$ cat config.mk
export PLATFORM = sky130hd
export DESIGN_NAME = sfsr_regs
export DESIGN_NICKNAME = d
export VERILOG_FILES = /design/src/design/sfsr_regs.v /design/src/design/sfsr_summary.v
export VERILOG_INCLUDE_DIRS = /design/src /design/src/design
export SDC_FILE = /design/constraint.sdc
export NUM_CORES = 1
export LEC_CHECK = 0
export BUFFER_PORTS_ARGS = -buffer_cell sky130_fd_sc_hd__buf_2
export CELL_PAD_IN_SITES_DETAIL_PLACEMENT = 2
export CELL_PAD_IN_SITES_GLOBAL_PLACEMENT = 2
export CORE_AREA = 2 2 83 85
export CTS_BUF_LIST = sky130_fd_sc_hd__clkbuf_16
export CTS_CLUSTER_DIAMETER = 60
export CTS_CLUSTER_SIZE = 24
export DETAILED_ROUTE_END_ITERATION = 10
export DIE_AREA = 0 0 85 87
export GPL_ROUTABILITY_DRIVEN = 0
export PLACE_DENSITY_LB_ADDON = 0.1
export SYNTH_ARGS = -nofsm -noshare
export SYNTH_HDL_FRONTEND = slang
export SYNTH_SLANG_ARGS = --single-unit
export TNS_END_PERCENT = 5
$ cat constraint.sdc
create_clock -name mclk -period 1.8 [get_ports mclk]
set_clock_uncertainty 0.1 [all_clocks]
set_input_delay 0.09 -clock mclk [delete_from_list [all_inputs] [get_ports mclk]]
set_output_delay 0.09 -clock mclk [all_outputs]
set_load 0.01 [all_outputs]
$ cat src/design/sfsr_defs.vh
// Summary of operation
// - comm summary bit23 ORs five link errors
// - refresh summary bit22 ORs two watchdog errors
// - safety pin summary bit21 ORs three diags
// - voltage summary bit20 ORs twelve monitor flags
// - summaries follow sources one cycle late, never latched
// - bits18,17 select core/io monitor selftest
// - bits16..13 select monitors one to four
// - bit18 set enables core monitor selftest while phase 2 runs
`ifndef SFSR_DEFS_VH
`define SFSR_DEFS_VH

// register selection codes
`define SFSR_IDX_SUMMARY 1'b0
`define SFSR_IDX_CFG 1'b1

// register word width (bits 7:0 always read zero)
`define SFSR_DW 24

// summary register field positions
`define SFSR_POS_COMM 23
`define SFSR_POS_REFRESH 22
`define SFSR_POS_PIN 21
`define SFSR_POS_VOLT 20

// summary reset value, ordered comm, refresh, pin, volt
`define SFSR_SUM_RST 4'h1

// configuration register field positions
`define SFSR_POS_CORE_OV_HI 23
`define SFSR_POS_CORE_OV_LO 22
`define SFSR_POS_CORE_UV_HI 21
`define SFSR_POS_CORE_UV_LO 20
`define SFSR_POS_SEL_CORE 18
`define SFSR_POS_SEL_IO 17
`define SFSR_POS_SEL_MON1 16
`define SFSR_POS_SEL_MON2 15
`define SFSR_POS_SEL_MON3 14
`define SFSR_POS_SEL_MON4 13
`define SFSR_POS_IO_OV_HI 11
`define SFSR_POS_IO_OV_LO 10
`define SFSR_POS_IO_UV_HI 9
`define SFSR_POS_IO_UV_LO 8

// configuration reset values
`define SFSR_OV_RST 2'h3
`define SFSR_UV_RST 2'h1
`define SFSR_SEL_RST 1'b0

`endif

$ cat src/design/sfsr_regs.v
`timescale 1ns/1ps
`default_nettype none
`include "sfsr_defs.vh"

module sfsr_regs (
    // clock and reset
    input wire mclk,
    input wire rst_n,
    // register access from the serial control interface
    input wire reg_sel,
    input wire reg_wr,
    input wire reg_rd,
    input wire [23:0] reg_wdata,
    output reg [23:0] reg_rdata_r,
    output reg reg_rvalid_r,
    output reg reg_wr_refused_r,
    // communication error flags
    input wire serial_clock_count_error,
    input wire serial_request_error,
    input wire serial_checksum_error,
    input wire twowire_checksum_error,
    input wire twowire_request_error,
    // watchdog refresh error flags
    input wire wrong_refresh_answer,
    input wire refresh_window_violation,
    // safety pin diagnostic flags
    input wire power_good_pin_diag,
    input wire reset_pin_diag,
    input wire safe_output_pin_diag,
    // voltage monitor flags
    input wire core_overvolt_flag,
    input wire core_undervolt_flag,
    input wire io_overvolt_flag,
    input wire io_undervolt_flag,
    input wire monitor1_overvolt_flag,
    input wire monitor1_undervolt_flag,
    input wire monitor2_overvolt_flag,
    input wire monitor2_undervolt_flag,
    input wire monitor3_overvolt_flag,
    input wire monitor3_undervolt_flag,
    input wire monitor4_overvolt_flag,
    input wire monitor4_undervolt_flag,
    // selftest sequencing
    input wire analog_selftest_phase2,
    // live summary outputs
    output wire comm_error_summary,
    output wire refresh_error_summary,
    output wire safety_pin_error_summary,
    output wire voltage_fault_summary,
    // configuration outputs
    output reg core_monitor_selftest_sel,
    output reg io_monitor_selftest_sel,
    output reg monitor1_selftest_sel,
    output reg monitor2_selftest_sel,
    output reg monitor3_selftest_sel,
    output reg monitor4_selftest_sel,
    output reg [1:0] core_overvolt_reaction,
    output reg [1:0] core_undervolt_reaction,
    output reg [1:0] io_overvolt_reaction,
    output reg [1:0] io_undervolt_reaction,
    // per-monitor test enables during selftest phase 2
    output reg core_bist_run_r,
    output reg io_bist_run_r,
    output reg [3:0] monitor_bist_run_r
);

    wire [3:0] summary_w;
    wire cfg_wr;
    wire sum_wr;
    reg [23:0] rd_nxt;
    reg [23:0] sum_word;
    reg [23:0] cfg_word;

    // summary builder, one flop stage
    sfsr_summary u_summary (
        .mclk(mclk),
        .rst_n(rst_n),
        .comm_flags({serial_clock_count_error, serial_request_error,
            serial_checksum_error, twowire_checksum_error, twowire_request_error}),
        .refresh_flags({wrong_refresh_answer, refresh_window_violation}),
        .pin_flags({power_good_pin_diag, reset_pin_diag, safe_output_pin_diag}),
        .volt_flags({core_overvolt_flag, core_undervolt_flag,
            io_overvolt_flag, io_undervolt_flag,
            monitor1_overvolt_flag, monitor1_undervolt_flag,
            monitor2_overvolt_flag, monitor2_undervolt_flag,
            monitor3_overvolt_flag, monitor3_undervolt_flag,
            monitor4_overvolt_flag, monitor4_undervolt_flag}),
        .summary_r(summary_w)
    );

    // summary bits straight from the builder flops
    assign comm_error_summary = summary_w[3];
    assign refresh_error_summary = summary_w[2];
    assign safety_pin_error_summary = summary_w[1];
    assign voltage_fault_summary = summary_w[0];

    // write decode
    assign cfg_wr = reg_wr & (reg_sel == `SFSR_IDX_CFG);
    assign sum_wr = reg_wr & (reg_sel == `SFSR_IDX_SUMMARY);

    // configuration storage; reserved bits 19 and 12 are never stored
    always @(posedge mclk or negedge rst_n) begin
        if (!rst_n) begin
            core_monitor_selftest_sel <= `SFSR_SEL_RST;
            io_monitor_selftest_sel <= `SFSR_SEL_RST;
            monitor1_selftest_sel <= `SFSR_SEL_RST;
            monitor2_selftest_sel <= `SFSR_SEL_RST;
            monitor3_selftest_sel <= `SFSR_SEL_RST;
            monitor4_selftest_sel <= `SFSR_SEL_RST;
            core_overvolt_reaction <= `SFSR_OV_RST;
            core_undervolt_reaction <= `SFSR_UV_RST;
            io_overvolt_reaction <= `SFSR_OV_RST;
            io_undervolt_reaction <= `SFSR_UV_RST;
        end else if (cfg_wr) begin
            core_monitor_selftest_sel <= reg_wdata[`SFSR_POS_SEL_CORE];
            io_monitor_selftest_sel <= reg_wdata[`SFSR_POS_SEL_IO];
            monitor1_selftest_sel <= reg_wdata[`SFSR_POS_SEL_MON1];
            monitor2_selftest_sel <= reg_wdata[`SFSR_POS_SEL_MON2];
            monitor3_selftest_sel <= reg_wdata[`SFSR_POS_SEL_MON3];
            monitor4_selftest_sel <= reg_wdata[`SFSR_POS_SEL_MON4];
            core_overvolt_reaction <=
                reg_wdata[`SFSR_POS_CORE_OV_HI:`SFSR_POS_CORE_OV_LO];
            core_undervolt_reaction <=
                reg_wdata[`SFSR_POS_CORE_UV_HI:`SFSR_POS_CORE_UV_LO];
            io_overvolt_reaction <=
                reg_wdata[`SFSR_POS_IO_OV_HI:`SFSR_POS_IO_OV_LO];
            io_undervolt_reaction <=
                reg_wdata[`SFSR_POS_IO_UV_HI:`SFSR_POS_IO_UV_LO];
        end
    end

    // monitors under test: selected and phase 2 running
    always @(posedge mclk or negedge rst_n) begin
        if (!rst_n) begin
            core_bist_run_r <= 1'b0;
            io_bist_run_r <= 1'b0;
            monitor_bist_run_r <= 4'h0;
        end else begin
            core_bist_run_r <= analog_selftest_phase2 & core_monitor_selftest_sel;
            io_bist_run_r <= analog_selftest_phase2 & io_monitor_selftest_sel;
            monitor_bist_run_r <= {4{analog_selftest_phase2}} &
                {monitor4_selftest_sel, monitor3_selftest_sel,
                monitor2_selftest_sel, monitor1_selftest_sel};
        end
    end

    // read images; unlisted bits stay zero
    always @* begin
        sum_word = 24'h000000;
        sum_word[`SFSR_POS_COMM] = summary_w[3];
        sum_word[`SFSR_POS_REFRESH] = summary_w[2];
        sum_word[`SFSR_POS_PIN] = summary_w[1];
        sum_word[`SFSR_POS_VOLT] = summary_w[0];
        cfg_word = 24'h000000;
        cfg_word[`SFSR_POS_CORE_OV_HI:`SFSR_POS_CORE_OV_LO] = core_overvolt_reaction;
        cfg_word[`SFSR_POS_CORE_UV_HI:`SFSR_POS_CORE_UV_LO] = core_undervolt_reaction;
        cfg_word[`SFSR_POS_SEL_CORE] = core_monitor_selftest_sel;
        cfg_word[`SFSR_POS_SEL_IO] = io_monitor_selftest_sel;
        cfg_word[`SFSR_POS_SEL_MON1] = monitor1_selftest_sel;
        cfg_word[`SFSR_POS_SEL_MON2] = monitor2_selftest_sel;
        cfg_word[`SFSR_POS_SEL_MON3] = monitor3_selftest_sel;
        cfg_word[`SFSR_POS_SEL_MON4] = monitor4_selftest_sel;
        cfg_word[`SFSR_POS_IO_OV_HI:`SFSR_POS_IO_OV_LO] = io_overvolt_reaction;
        cfg_word[`SFSR_POS_IO_UV_HI:`SFSR_POS_IO_UV_LO] = io_undervolt_reaction;
        case (reg_sel)
            `SFSR_IDX_SUMMARY: rd_nxt = sum_word;
            `SFSR_IDX_CFG: rd_nxt = cfg_word;
            default: rd_nxt = 24'h000000;
        endcase
    end

    // read answer one cycle after the strobe; old value if written same cycle
    always @(posedge mclk or negedge rst_n) begin
        if (!rst_n) begin
            reg_rdata_r <= 24'h000000;
            reg_rvalid_r <= 1'b0;
            reg_wr_refused_r <= 1'b0;
        end else begin
            reg_rvalid_r <= reg_rd;
            reg_wr_refused_r <= sum_wr; // summary is read only
            if (reg_rd) begin
                reg_rdata_r <= rd_nxt;
            end
        end
    end

endmodule // sfsr_regs
`default_nettype wire

$ cat src/design/sfsr_summary.v
`timescale 1ns/1ps
`default_nettype none
`include "sfsr_defs.vh"

module sfsr_summary (
    // clock and reset
    input wire mclk,
    input wire rst_n,
    // grouped detailed flags
    input wire [4:0] comm_flags,
    input wire [1:0] refresh_flags,
    input wire [2:0] pin_flags,
    input wire [11:0] volt_flags,
    // summary bits: comm, refresh, pin, volt
    output reg [3:0] summary_r
);

    reg [3:0] summary_nxt;

    // live or of each group, no memory of past faults
    always @* begin
        summary_nxt[3] = |comm_flags;
        summary_nxt[2] = |refresh_flags;
        summary_nxt[1] = |pin_flags;
        summary_nxt[0] = |volt_flags;
    end

    // registered every cycle so it drops on the edge after all sources clear
    always @(posedge mclk or negedge rst_n) begin
        if (!rst_n) begin
            summary_r <= `SFSR_SUM_RST;
        end else begin
            summary_r <= summary_nxt;
        end
    end

endmodule // sfsr_summary
`default_nettype wire
## Word-level counts from Yosys, hierarchy flattened

Cells that the tools add are included.
W data, S select, Z words.

| storage, ports and cells | value |
|---|---|
| logic and storage cells | 28 |
| bits in latches | 0 |
| memories | 0 |
| output and inout port bits | 50 |
| memory bits (writable) | 0 |
| register bits after elaboration | 50 |
| bits of input ports | 52 |
| bits in read-only memories | 0 |

| cells by class | value |
|---|---|
| bitwise operators | 6 |
| divide/modulo/power cells | 0 |
| equality and inequality tests | 0 |
| $mul | 0 |
| magnitude comparators | 0 |
| reductions and logical operators | 4 |
| shift operators | 0 |
| multiplexer cells | 1 |
| add/subtract/negate cells | 0 |

Operators with widths:

| kind | number |
|---|---|
| $pmux W24 S2 | 1 |
| $reduce_or A12 Y1 | 1 |
| $reduce_or A5 Y1 | 1 |
| $and A1 B1 Y1 | 4 |
| $and A4 B4 Y4 | 1 |
| $reduce_or A3 Y1 | 1 |
| $reduce_or A2 Y1 | 1 |
| $not A1 Y1 | 1 |

## Depth between registers and ports, before layout

Gate-level depths: netlist (run 1).

| depth | value |
|---|---|
| word-level depth | 2 |
| gate-level depth with buffers | 4 |
| gate-level depth less buffers | 2 |

## Hierarchy

From an unflattened synthesis (run 1), not the netlist that was laid out.

| unflattened totals | value |
|---|---|
| cell total of the unflattened synthesis | 130 |
| area total of the unflattened synthesis | 1641.6 um^2 |

By module, submodules not included:

| module | instances | area an instance (um^2) | seq. area each (um^2) | cells an instance |
|---|---|---|---|---|
| sfsr_regs | 1 | 1491.4 | 908.4 | 117 |
| sfsr_summary | 1 | 150.1 | 101.3 | 13 |

## Worst setup path after synthesis (run 1)

OpenSTA, ideal clock, no wires.

| timing | value |
|---|---|
| path type | input port to flip-flop |
| start point | in reg_sel |
| end point | reg core_monitor_selftest_sel |
| stages on the path | 4 |
| path slack | 0.832 ns |
| arrival time | 0.742 ns |
| library setup time | 0.125 ns |
| cells stage by stage | buf_6 > nand2_4 > buf_6 > mux2_4 |

| between the ends | value |
|---|---|
| word-level cells in the longest chain between the ends | 1 |

Ends and longest elaborated chain:

| item | RTL line | source |
|---|---|---|
| start, declared | sfsr_regs.v:10 | `input wire reg_sel,` |
| $and A1 B1 Y1 | sfsr_regs.v:98 | `` assign cfg_wr = reg_wr & (reg_sel == `SFSR_IDX_CFG); `` |
| end signal, assigned | sfsr_regs.v:104 | `` core_monitor_selftest_sel <= `SFSR_SEL_RST; `` |
| end signal, assigned | sfsr_regs.v:115 | `` core_monitor_selftest_sel <= reg_wdata[`SFSR_POS_SEL_CORE]; `` |
| end, declared | sfsr_regs.v:51 | `output reg core_monitor_selftest_sel,` |

No other way between the ends.
A chain may end at the register's enable or synchronous reset.

## Worst setup path in the final report (run 1)

| timing | value |
|---|---|
| start point | in safe_output_pin_diag |
| end point | reg u_summary.summary_r[1] |

| between the ends | value |
|---|---|
| word-level cells in the longest chain between the ends | 1 |

Ends and longest elaborated chain:

| item | RTL line | source |
|---|---|---|
| start, declared | sfsr_regs.v:29 | `input wire safe_output_pin_diag,` |
| $reduce_or A3 Y1 | sfsr_summary.v:24 | `summary_nxt[1] = \|pin_flags;` |
| via u_summary.summary_nxt[1] | sfsr_summary.v:18 | `reg [3:0] summary_nxt;` |
| end signal, assigned | sfsr_summary.v:31 | `` summary_r <= `SFSR_SUM_RST; `` |
| end signal, assigned | sfsr_summary.v:33 | `summary_r <= summary_nxt;` |
| end, declared | sfsr_summary.v:15 | `output reg [3:0] summary_r` |

The timed path passes the listed nets, and every way through them passes these cells.

==> flow_metrics.env, run 1 <==
export IMPL_regToRegEndpoint="reg_rdata_r[23]"
export IMPL_num_rows=30
export IMPL_synthDominantCellAreaShare_pct=50.30
export IMPL_cp_start_kind="input port"
export IMPL_viasPerCell=4.194
export IMPL_grt_busiest_layer="met2"
export IMPL_fp_dieW_um=85
export IMPL_wirelength_um=4725
export IMPL_num_fill_cells=722
export IMPL_cts_tree="built"
export IMPL_port_buffers=81
export IMPL_cp_required_ns=1.86
export IMPL_ys_types=23
export IMPL_clock_sinks=40
export IMPL_finalCritPeriodShare_pct=85.41
export IMPL_crit_top_cell="dlygate4sd3_1"
export IMPL_htreeDepth=2
export IMPL_setup_tns_final_ns=0
export IMPL_p_leak_nw=1.280
export IMPL_setup_violations=0
export IMPL_grt_setup_unrepaired="false"
export IMPL_synth_seq_cells=40
export IMPL_rrSetupSlack_ns=0.87
export IMPL_cts_root_buf="clkbuf_16"
export IMPL_reg2reg_depth=2
export IMPL_hold_viol=0
export IMPL_ios=102
export IMPL_cp_arrival_ns=1.60
export IMPL_antenna_found_initial=0
export IMPL_p_total_w=0.002530
export IMPL_wl_per_cell_um=14.58
export IMPL_timing_fmax_mhz=650.5
export IMPL_cts_resized=0
export IMPL_endpoint="u_summary.summary_r[1]"
export IMPL_die_area_um2=7395
export IMPL_coreArea_um2=6569
export IMPL_min_path_type="input port to register"
export IMPL_cts_inserted_buffers=5
export IMPL_grt_use_met2_pct=24.57
export IMPL_path_buf_inv=3
export IMPL_cts_clk_slew_worst_paths_ns=0.06
export IMPL_diodes=0
export IMPL_fin_util_pct=38.78
export IMPL_cp_num_cells=4
export IMPL_drv_slew=0
export IMPL_postSynthCellCount=130
export IMPL_first_global_vias=1605
export IMPL_cp_top_family="buffers and inverters"
export IMPL_yosysTopAreaCell="dfrtp_1"
export IMPL_die_h_um=87
export IMPL_finalCriticalPeriod_ns=1.537
export IMPL_max_stage_delay_ns=0.56
export IMPL_cp_startpoint="safe_output_pin_diag"
export IMPL_clk_latency_ns=0.28
export IMPL_drive_gt1_share_pct=46.72
export IMPL_r2r_start="core_overvolt_reaction[1]"
export IMPL_synthTopCellsByArea="dfrtp_1, dfstp_2, mux2_4, buf_4, nand3_1"
export IMPL_grt_ovfl_total=0
export IMPL_synth_seq_area_share_pct=61.51
export IMPL_start_util_pct=24.99
export IMPL_yosys_warnings=0
export IMPL_path_cells="dlygate4sd3_1 -> buf_2 -> or3_1 -> dlygate4sd3_1"
export IMPL_track_usage_pct=13.89
export IMPL_worst_setup_path_type="input port to register"
export IMPL_use_met1_pct=16.18
export IMPL_dp_hpwl_um=3272
export IMPL_cp_slowest_cell="dlygate4sd3_1"
export IMPL_maxCapViolations=0
export IMPL_postRouteAntennaNets=0
export IMPL_grt_max_degree=30
export IMPL_dr_pass1_iters=3
export IMPL_status="complete, no violations"
export IMPL_ir_drop_mv=0.3697
export IMPL_synth_area_um2=1642
export IMPL_crit_path_end_kind="register"
export IMPL_cts_path_max_buffers=2
export IMPL_p_per_area_nw_per_um2=993.1
export IMPL_area_growth_pct=55.18
export IMPL_avgSynthCellArea_um2=12.63
export IMPL_drc=0
export IMPL_drtIter0Drc=11
export IMPL_vias=1359
export IMPL_grtUsageMet3_pct=4.739
export IMPL_final_nets=295
export IMPL_worstPathMaxFanout=1
export IMPL_grt_pass1_wl_um=8017
-- power breakdown --
part	internal, W	total (W)	switching (W)
clock	0.000651	0.00101	0.000355
sequential	0.00102	0.00108	0.0000676
combinational	0.000231	0.000440	0.000209
-- worst reg2reg max path, delay by kind of cell, from the launching register on --
| family | cells | cell delay, ns |
|---|---|---|
| DFF | 1 | 0.55 |
| AOI/OAI and AO/OA | 1 | 0.14 |
| muxes | 1 | 0.07 |
-- registers in the layout, indices dropped and copies added, names as in the netlist --
signal	count
reg_rdata_r	14
monitor_bist_run_r	4
u_summary.summary_r	4
core_overvolt_reaction	2
core_undervolt_reaction	2
io_overvolt_reaction	2
io_undervolt_reaction	2
core_bist_run_r	1
core_monitor_selftest_sel	1
io_bist_run_r	1
io_monitor_selftest_sel	1
monitor1_selftest_sel	1
monitor2_selftest_sel	1
monitor3_selftest_sel	1
monitor4_selftest_sel	1
reg_rvalid_r	1
reg_wr_refused_r	1
-- cells in the final DEF (no fill, tap or decap) --
cell type	instances
or2_2	1
bufinv_16	1
buf_4	2
nand2_1	1
dfrtp_1	33
nand2_4	1
clkinvlp_4	1
mux2_4	10
or3_1	1
o21ai_0	10
dfstp_2	7
dlygate4sd3_1	30
a21oi_1	4
mux2i_1	4
buf_2	81
nor3_1	1
clkbuf_16	5
nand3_1	11
mux2_2	4
nor2b_1	1
inv_1	10
conb_1	10
nor2_1	5
nor4_1	3
and2_1	6
clkinv_2	1
-- how the worst min path moves through the flow --
stage | from | to | slack [ns] | depth (start not counted)
4_1_cts | analog_selftest_phase2 | monitor_bist_run_r[0] | 0.02 | 2
5_1_grt | analog_selftest_phase2 | monitor_bist_run_r[0] | 0.03 | 2
3_3_place_gp | rst_n | io_undervolt_reaction[1] | -0.04 | 1
6_report | analog_selftest_phase2 | monitor_bist_run_r[2] | 0.01 | 2
3_5_place_dp | rst_n | reg_rdata_r[9] | -0.03 | 1
2_1_floorplan | rst_n | core_bist_run_r | -0.31 | 0
-- synth_stat cells --
cell type / count
clkbuf_1: 1
buf_4: 10
dfrtp_1: 33
o21ai_0: 10
nand2_4: 1
and2_1: 6
dfstp_2: 7
nor2b_1: 1
mux2_2: 4
mux2_4: 10
nor4_1: 3
conb_1: 1
mux2i_1: 4
or2_2: 1
inv_1: 10
or3_1: 1
a21oi_1: 4
nor3_1: 1
buf_6: 2
nor2_1: 5
nand2_1: 1
nand3_1: 11
buf_2: 3
-- area by class of cell --
type                    instances  area, um2  area share [%]
clock inverters                 3      42.54           1.670
flip-flops and latches         40       1010           39.64
multi-input cells              73      511.7           20.09
repair buffers                113      720.7           28.29
clock buffers                   5      125.1           4.912
well taps                      80      100.1           3.929
inverters                      10      37.54           1.473
-- cells by family after synthesis --
group	count (synthesis)	synth area share (%)
other	1	0.2284
and+or+nand+nor	31	10.29
buffers and inverters	26	9.375
AOI/OAI and AO/OA	14	4.268
DFF	40	61.51
muxes	18	14.33
-- per-stage QoR --
stage | hold slack [ns] | cells | area, um2 | setup slack [ns]
floorplan | -0.3056 | 139 | 1675 | 0.8324
global placement | -0.03685 | 286 | 2079 | 0.7793
detailed placement | -0.02940 | 286 | 2079 | 0.7566
CTS | 0.01740 | 324 | 2547 | 0.3012
global route | 0.02599 | 324 | 2547 | 0.2016
finish | 0.01186 | 324 | 2547 | 0.2627
-- what timing repair did --
action | in CTS | in global routing
endpoints found under the hold margin | 31 | 0
setup buffers | 0 | 0
hold buffers | 30 | 0
-- per-layer routing --
layer,part of all wire (%),wire [um]
met1,39,1829
met2,52,2447
met3,8.6,406
met4,0.89,42
met5,0,0
Power figures use the tool's default switching activity.
==> run 2: changes to the inputs <==
==> constraint.sdc (replaced) <==
create_clock -name mclk -period 1.8 [get_ports mclk]
set_clock_uncertainty 0.1 [all_clocks]
set_input_delay 0.27 -clock mclk [delete_from_list [all_inputs] [get_ports mclk]]
set_output_delay 0.27 -clock mclk [all_outputs]
set_load 0.01 [all_outputs]
==> run 2 against run 1 <==
  * Die area unchanged
  * Worst setup slack improved by 0.22 ns
  * Hold slack better by 0.058 ns
  * Critical path depth is 3 lower
  * Critical path type is now register to output port
  * Final cell count shrank 9.0%
  * Combinational power shrank 10%
  * Power decreased by 1.9%
  * Count of clock-buffer cells in the layout did not move
  * Largest power group unchanged
==> flow_metrics.env, run 2 (same netlist as run 1, synthesis figures left out) <==
export IMPL_maxCapViolations=0
export IMPL_num_fill_cells=736
export IMPL_stdcell_count=295
export IMPL_setup_tns_final_ns=0
export IMPL_largest_register="reg_rdata_r"
export IMPL_grt_setup_unrepaired="false"
export IMPL_setup_violations=0
export IMPL_start_util_pct=24.99
export IMPL_wirelength_um=4535
export IMPL_cp_arrival_ns=0.95
export IMPL_finalCritPeriodShare_pct=73.44
export IMPL_path_buf_inv=1
export IMPL_crit_path_end_kind="output port"
export IMPL_hold_depth=3
export IMPL_drive_gt1_share_pct=53.02
export IMPL_area_growth_pct=37.50
export IMPL_top_layer_used="met4"
export IMPL_dr_wl_met2_um=2171
export IMPL_wl_per_cell_um=15.37
export IMPL_clk_latency_ns=0.28
export IMPL_htreeDepth=2
export IMPL_postRouteAntennaNets=0
export IMPL_coreArea_um2=6569
export IMPL_cp_num_cells=1
export IMPL_grt_max_degree=30
export IMPL_seqCellArea_um2=1010
export IMPL_max_stage_delay_ns=0.54
export IMPL_die_area_um2=7395
export IMPL_ir_drop_mv=0.4884
export IMPL_worst_setup_path_type="register to output port"
export IMPL_largest_register_ffs=14
export IMPL_worstPathMaxFanout=3
export IMPL_drc=0
export IMPL_vias=1245
export IMPL_drv_slew=0
export IMPL_cts_clk_slew_worst_paths_ns=0.06
export IMPL_timing_fmax_mhz=756.5
export IMPL_cts_path_max_buffers=2
export IMPL_final_common_cell="buf_2"
export IMPL_cp_start_kind="register"
export IMPL_clock_sinks=40
export IMPL_cts_tree="built"
export IMPL_cts_resized=0
export IMPL_hold_viol=0
export IMPL_track_usage_pct=13.06
export IMPL_antenna_found_initial=0
export IMPL_first_global_vias=1484
export IMPL_grt_pass1_wl_um=7452
export IMPL_dr_pass1_iters=4
export IMPL_viasPerCell=4.220
export IMPL_cts_hold_buffers=1
export IMPL_cts_root_buf="clkbuf_16"
export IMPL_multi_input_comb_area_um2=511.7
export IMPL_wl_met3_um=410
export IMPL_cts_inserted_buffers=5
export IMPL_min_path_type="input port to register"
export IMPL_fp_dieW_um=85
export IMPL_p_leak_nw=1.151
export IMPL_final_cell_area_um2=2257
export IMPL_port_buffers=81
export IMPL_rrSetupSlack_ns=0.86
export IMPL_die_h_um=87
export IMPL_ios=102
export IMPL_dp_cells=286
export IMPL_layout_common_cells="buf_2, dfrtp_1, nand3_1"
export IMPL_final_nets=266
export IMPL_wl_met1_um=1898
export IMPL_reg2reg_depth=2
export IMPL_drtIter0Drc=15
export IMPL_reg_top3="reg_rdata_r (14), monitor_bist_run_r (4), u_summary.summary_r (4)"
export IMPL_grt_ovfl_total=0
export IMPL_cp_top_family="flip-flops"
export IMPL_dp_hpwl_um=3315
export IMPL_num_rows=30
export IMPL_diodes=0
export IMPL_p_per_area_nw_per_um2=1100
export IMPL_finalCriticalPeriod_ns=1.322
export IMPL_cts_setup_buffers=0
export IMPL_path_cells="buf_2"
export IMPL_status="complete, no violations"
export IMPL_placed_area_um2=2079
export IMPL_cp_slowest_cell="dfstp_2"
export IMPL_cp_required_ns=1.43
## run 2: cell types whose count changed in the layout (fill, tap and decap cells not counted)
| cell | previous run | this run |
|---|---|---|
| dlygate4sd3_1 | 30 | 1 |
## run 2: worst reg2reg max path: stages (launching register included)
cell	delay, ns
dfstp_2	0.54
mux2i_1	0.07
a21oi_1	0.15
## run 2: path summary, 6_finish.rpt
path	from	endpoint
worst max-delay path	core_overvolt_reaction[1]	core_overvolt_reaction[1]
worst min-delay path	twowire_request_error	u_summary.summary_r[3]
worst max register to register	core_overvolt_reaction[0]	reg_rdata_r[22]
worst min register to register	reg_rdata_r[8]	reg_rdata_r[8]
max in group asynchronous	rst_n	core_monitor_selftest_sel
min in group asynchronous	rst_n	reg_rdata_r[23]
## run 2: final cells by class
| type | count | share of cell area (%) |
|---|---|---|
| Multi-Input combinational cell | 73 | 22.67 |
| Clock inverter | 3 | 1.885 |
| Timing Repair Buffer | 84 | 19.07 |
| Tap cell | 80 | 4.435 |
| Sequential cell | 40 | 44.73 |
| Clock buffer | 5 | 5.543 |
| Inverter | 10 | 1.663 |
## run 2: report_power, final
group	total, W	switching (W)	internal (W)
sequential	0.00108	0.0000680	0.00102
combinational	0.000396	0.000203	0.000193
clock	0.00100	0.000351	0.000651
## run 2: metal layers
layer	global-route usage (%)	up-vias
met5	0	-
met4	3.896	0
met3	5.498	5
met2	21.09	67
met1	15.97	599
li1	-	574
## run 2: per-stage QoR
step	total power [W]	worst slack [ns]	util, %	hold WS, ns
final	0.002483	0.4781	34.36	0.07010
after global routing	0.002618	0.4231	34.36	0.07967
after CTS	0.002538	0.4607	34.36	0.06818
after detailed placement	0.001505	0.5731	31.66	0.1652
after global placement	0.001481	0.5993	31.66	0.1431
after floorplan	0.001307	0.6524	-	-0.1256
==> run 3: changes to the inputs <==
- CORE_AREA: 2 2 83 85 -> 2 2 90 92
- DIE_AREA: 0 0 85 87 -> 0 0 92 94
- clock period: 1.8 -> 1.2 ns (I/O delays scaled with it)
==> run 3 against run 2 <==
  * The run now ends with negative hold slack, negative setup slack left
  * Hold slack worse by 0.073 ns
  * Clock power is 48% higher
  * Sequential power grew 51%
  * Critical path depth did not move
==> flow_metrics.env, run 3 (same netlist as run 1, synthesis figures left out) <==
export IMPL_final_common_cell="buf_2"
export IMPL_cp_start_kind="register"
export IMPL_cts_tree="built"
export IMPL_die_h_um=94
export IMPL_setup_violations=5
export IMPL_die_area_um2=8648
export IMPL_worstPathMaxFanout=3
export IMPL_cp_arrival_ns=0.93
export IMPL_cts_path_max_buffers=2
export IMPL_wirelength_um=4484
export IMPL_worst_setup_path_type="register to output port"
export IMPL_ios=102
export IMPL_dp_hpwl_um=3093
export IMPL_setup_tns_final_ns=-0.05412
export IMPL_maxCapViolations=0
export IMPL_p_clk_share_pct=39.1
export IMPL_cts_clk_slew_worst_paths_ns=0.06
export IMPL_first_global_vias=1490
export IMPL_path_cells="buf_6"
export IMPL_drv_slew=0
export IMPL_grt_ovfl_total=0
export IMPL_cp_required_ns=0.92
export IMPL_finalCritPeriodShare_pct=101.0
export IMPL_dr_pass1_iters=3
export IMPL_layout_common_cells="buf_2, dfrtp_1, nand3_1, inv_1, dlygate4sd3_1"
export IMPL_cts_root_buf="clkbuf_16"
export IMPL_ir_drop_mv=0.4447
export IMPL_viasPerCell=3.964
export IMPL_antenna_found_initial=0
export IMPL_clk_latency_ns=0.28
export IMPL_switching_share_pct=24.39
export IMPL_p_sw_w=0.0009216
export IMPL_path_buf_inv=1
export IMPL_min_path_type="input port to register"
export IMPL_cts_inserted_buffers=5
export IMPL_place_ws_ns=0.06876
export IMPL_reg_top3="reg_rdata_r (14), monitor_bist_run_r (4), u_summary.summary_r (4)"
export IMPL_finalCriticalPeriod_ns=1.212
export IMPL_largest_register="reg_rdata_r"
export IMPL_area_growth_pct=50.15
export IMPL_p_int_w=0.002856
export IMPL_diodes=0
export IMPL_violations="negative hold slack, negative setup slack"
export IMPL_combPwrFrac_pct=17.8
export IMPL_vias=1304
export IMPL_p_leak_nw=1.233
export IMPL_cp_top_family="flip-flops"
export IMPL_num_rows=32
export IMPL_hold_slack_ns=-0.002564
export IMPL_start_util_pct=21.58
export IMPL_timing_fmax_mhz=824.9
export IMPL_grt_max_degree=41
export IMPL_drtIter0Drc=21
export IMPL_postRouteAntennaNets=0
export IMPL_fp_dieW_um=92
export IMPL_drc=0
export IMPL_port_buffers=81
export IMPL_coreArea_um2=7607
export IMPL_drive_gt1_share_pct=50.66
export IMPL_grt_setup_unrepaired="true"
export IMPL_hold_viol=1
export IMPL_status="complete, but fails checks"
export IMPL_wl_per_cell_um=13.63
export IMPL_seqPwrFrac_pct=43.1
export IMPL_p_per_area_nw_per_um2=1533
export IMPL_clock_sinks=40
export IMPL_max_stage_delay_ns=0.55
export IMPL_cp_slowest_cell="dfstp_2"
export IMPL_largest_register_ffs=14
export IMPL_fin_util_pct=32.40
export IMPL_crit_path_end_kind="output port"
export IMPL_track_usage_pct=11.16
export IMPL_htreeDepth=2
export IMPL_grt_pass1_wl_um=7431
export IMPL_setup_ws_ns=-0.01221
export IMPL_final_nets=278
## run 3: metal layers
metal	GRT usage, %	routed length, um	up-vias	share of wire, %
li1	-	-	605	-
met4	3.731	48	0	1.1
met1	12.99	1800	636	40
met5	0	0	-	0
met2	18.81	2258	58	50
met3	4.414	377	5	8.4
## run 3: cell type report
cell class                 count  area [um2]
tap                          102       127.6
multi-input combinational     73       511.7
inverter                      10       37.54
clock inverter                 3       38.79
clock buffer                   5       125.1
timing repair buffer          96       614.3
sequential                    40        1010
fill                         855        5142
## run 3: power by group through the flow
stage          clock network (W)  logic [W]  registers, W
2_1_floorplan                  0   0.000249       0.00171
3_3_place_gp                   0   0.000605       0.00164
3_5_place_dp                   0   0.000619       0.00165
4_1_cts                  0.00153   0.000691       0.00163
5_1_grt                  0.00157   0.000751       0.00165
6_report                 0.00148   0.000674       0.00163
## run 3: timing repair
| item | in CTS | in global routing |
|---|---|---|
| resized for setup | 7 | 0 |
| endpoints found under the hold margin | 37 | 0 |
| endpoints found under the setup margin | 7 | 7 |
| buffers inserted | 1 | 0 |
| hold buffers | 11 | 0 |
## run 3: path summary, 6_finish.rpt
| check | endpoint | depth (start not counted) | start | slack (ns) |
|---|---|---|---|---|
| setup / recovery | core_overvolt_reaction[0] | 1 | core_overvolt_reaction[0] | -0.01 |
| hold / removal | u_summary.summary_r[3] | 3 | twowire_checksum_error | -0.003 |
| setup reg to reg | reg_rdata_r[20] | 2 | core_undervolt_reaction[0] | 0.23 |
| hold reg to reg | reg_rdata_r[11] | 2 | reg_rdata_r[11] | 0.42 |
| max in group asynchronous | io_undervolt_reaction[0] | 3 | rst_n | 0.42 |
| min in group asynchronous | monitor_bist_run_r[0] | 3 | rst_n | 0.31 |
## run 3: metrics by stage
stage	area, um2	instances	total power, W
floorplan	1675	139	0.001961
global placement	2140	309	0.002243
detailed placement	2140	309	0.002266
CTS	2465	329	0.003851
global route	2465	329	0.003974
finish	2465	329	0.003778
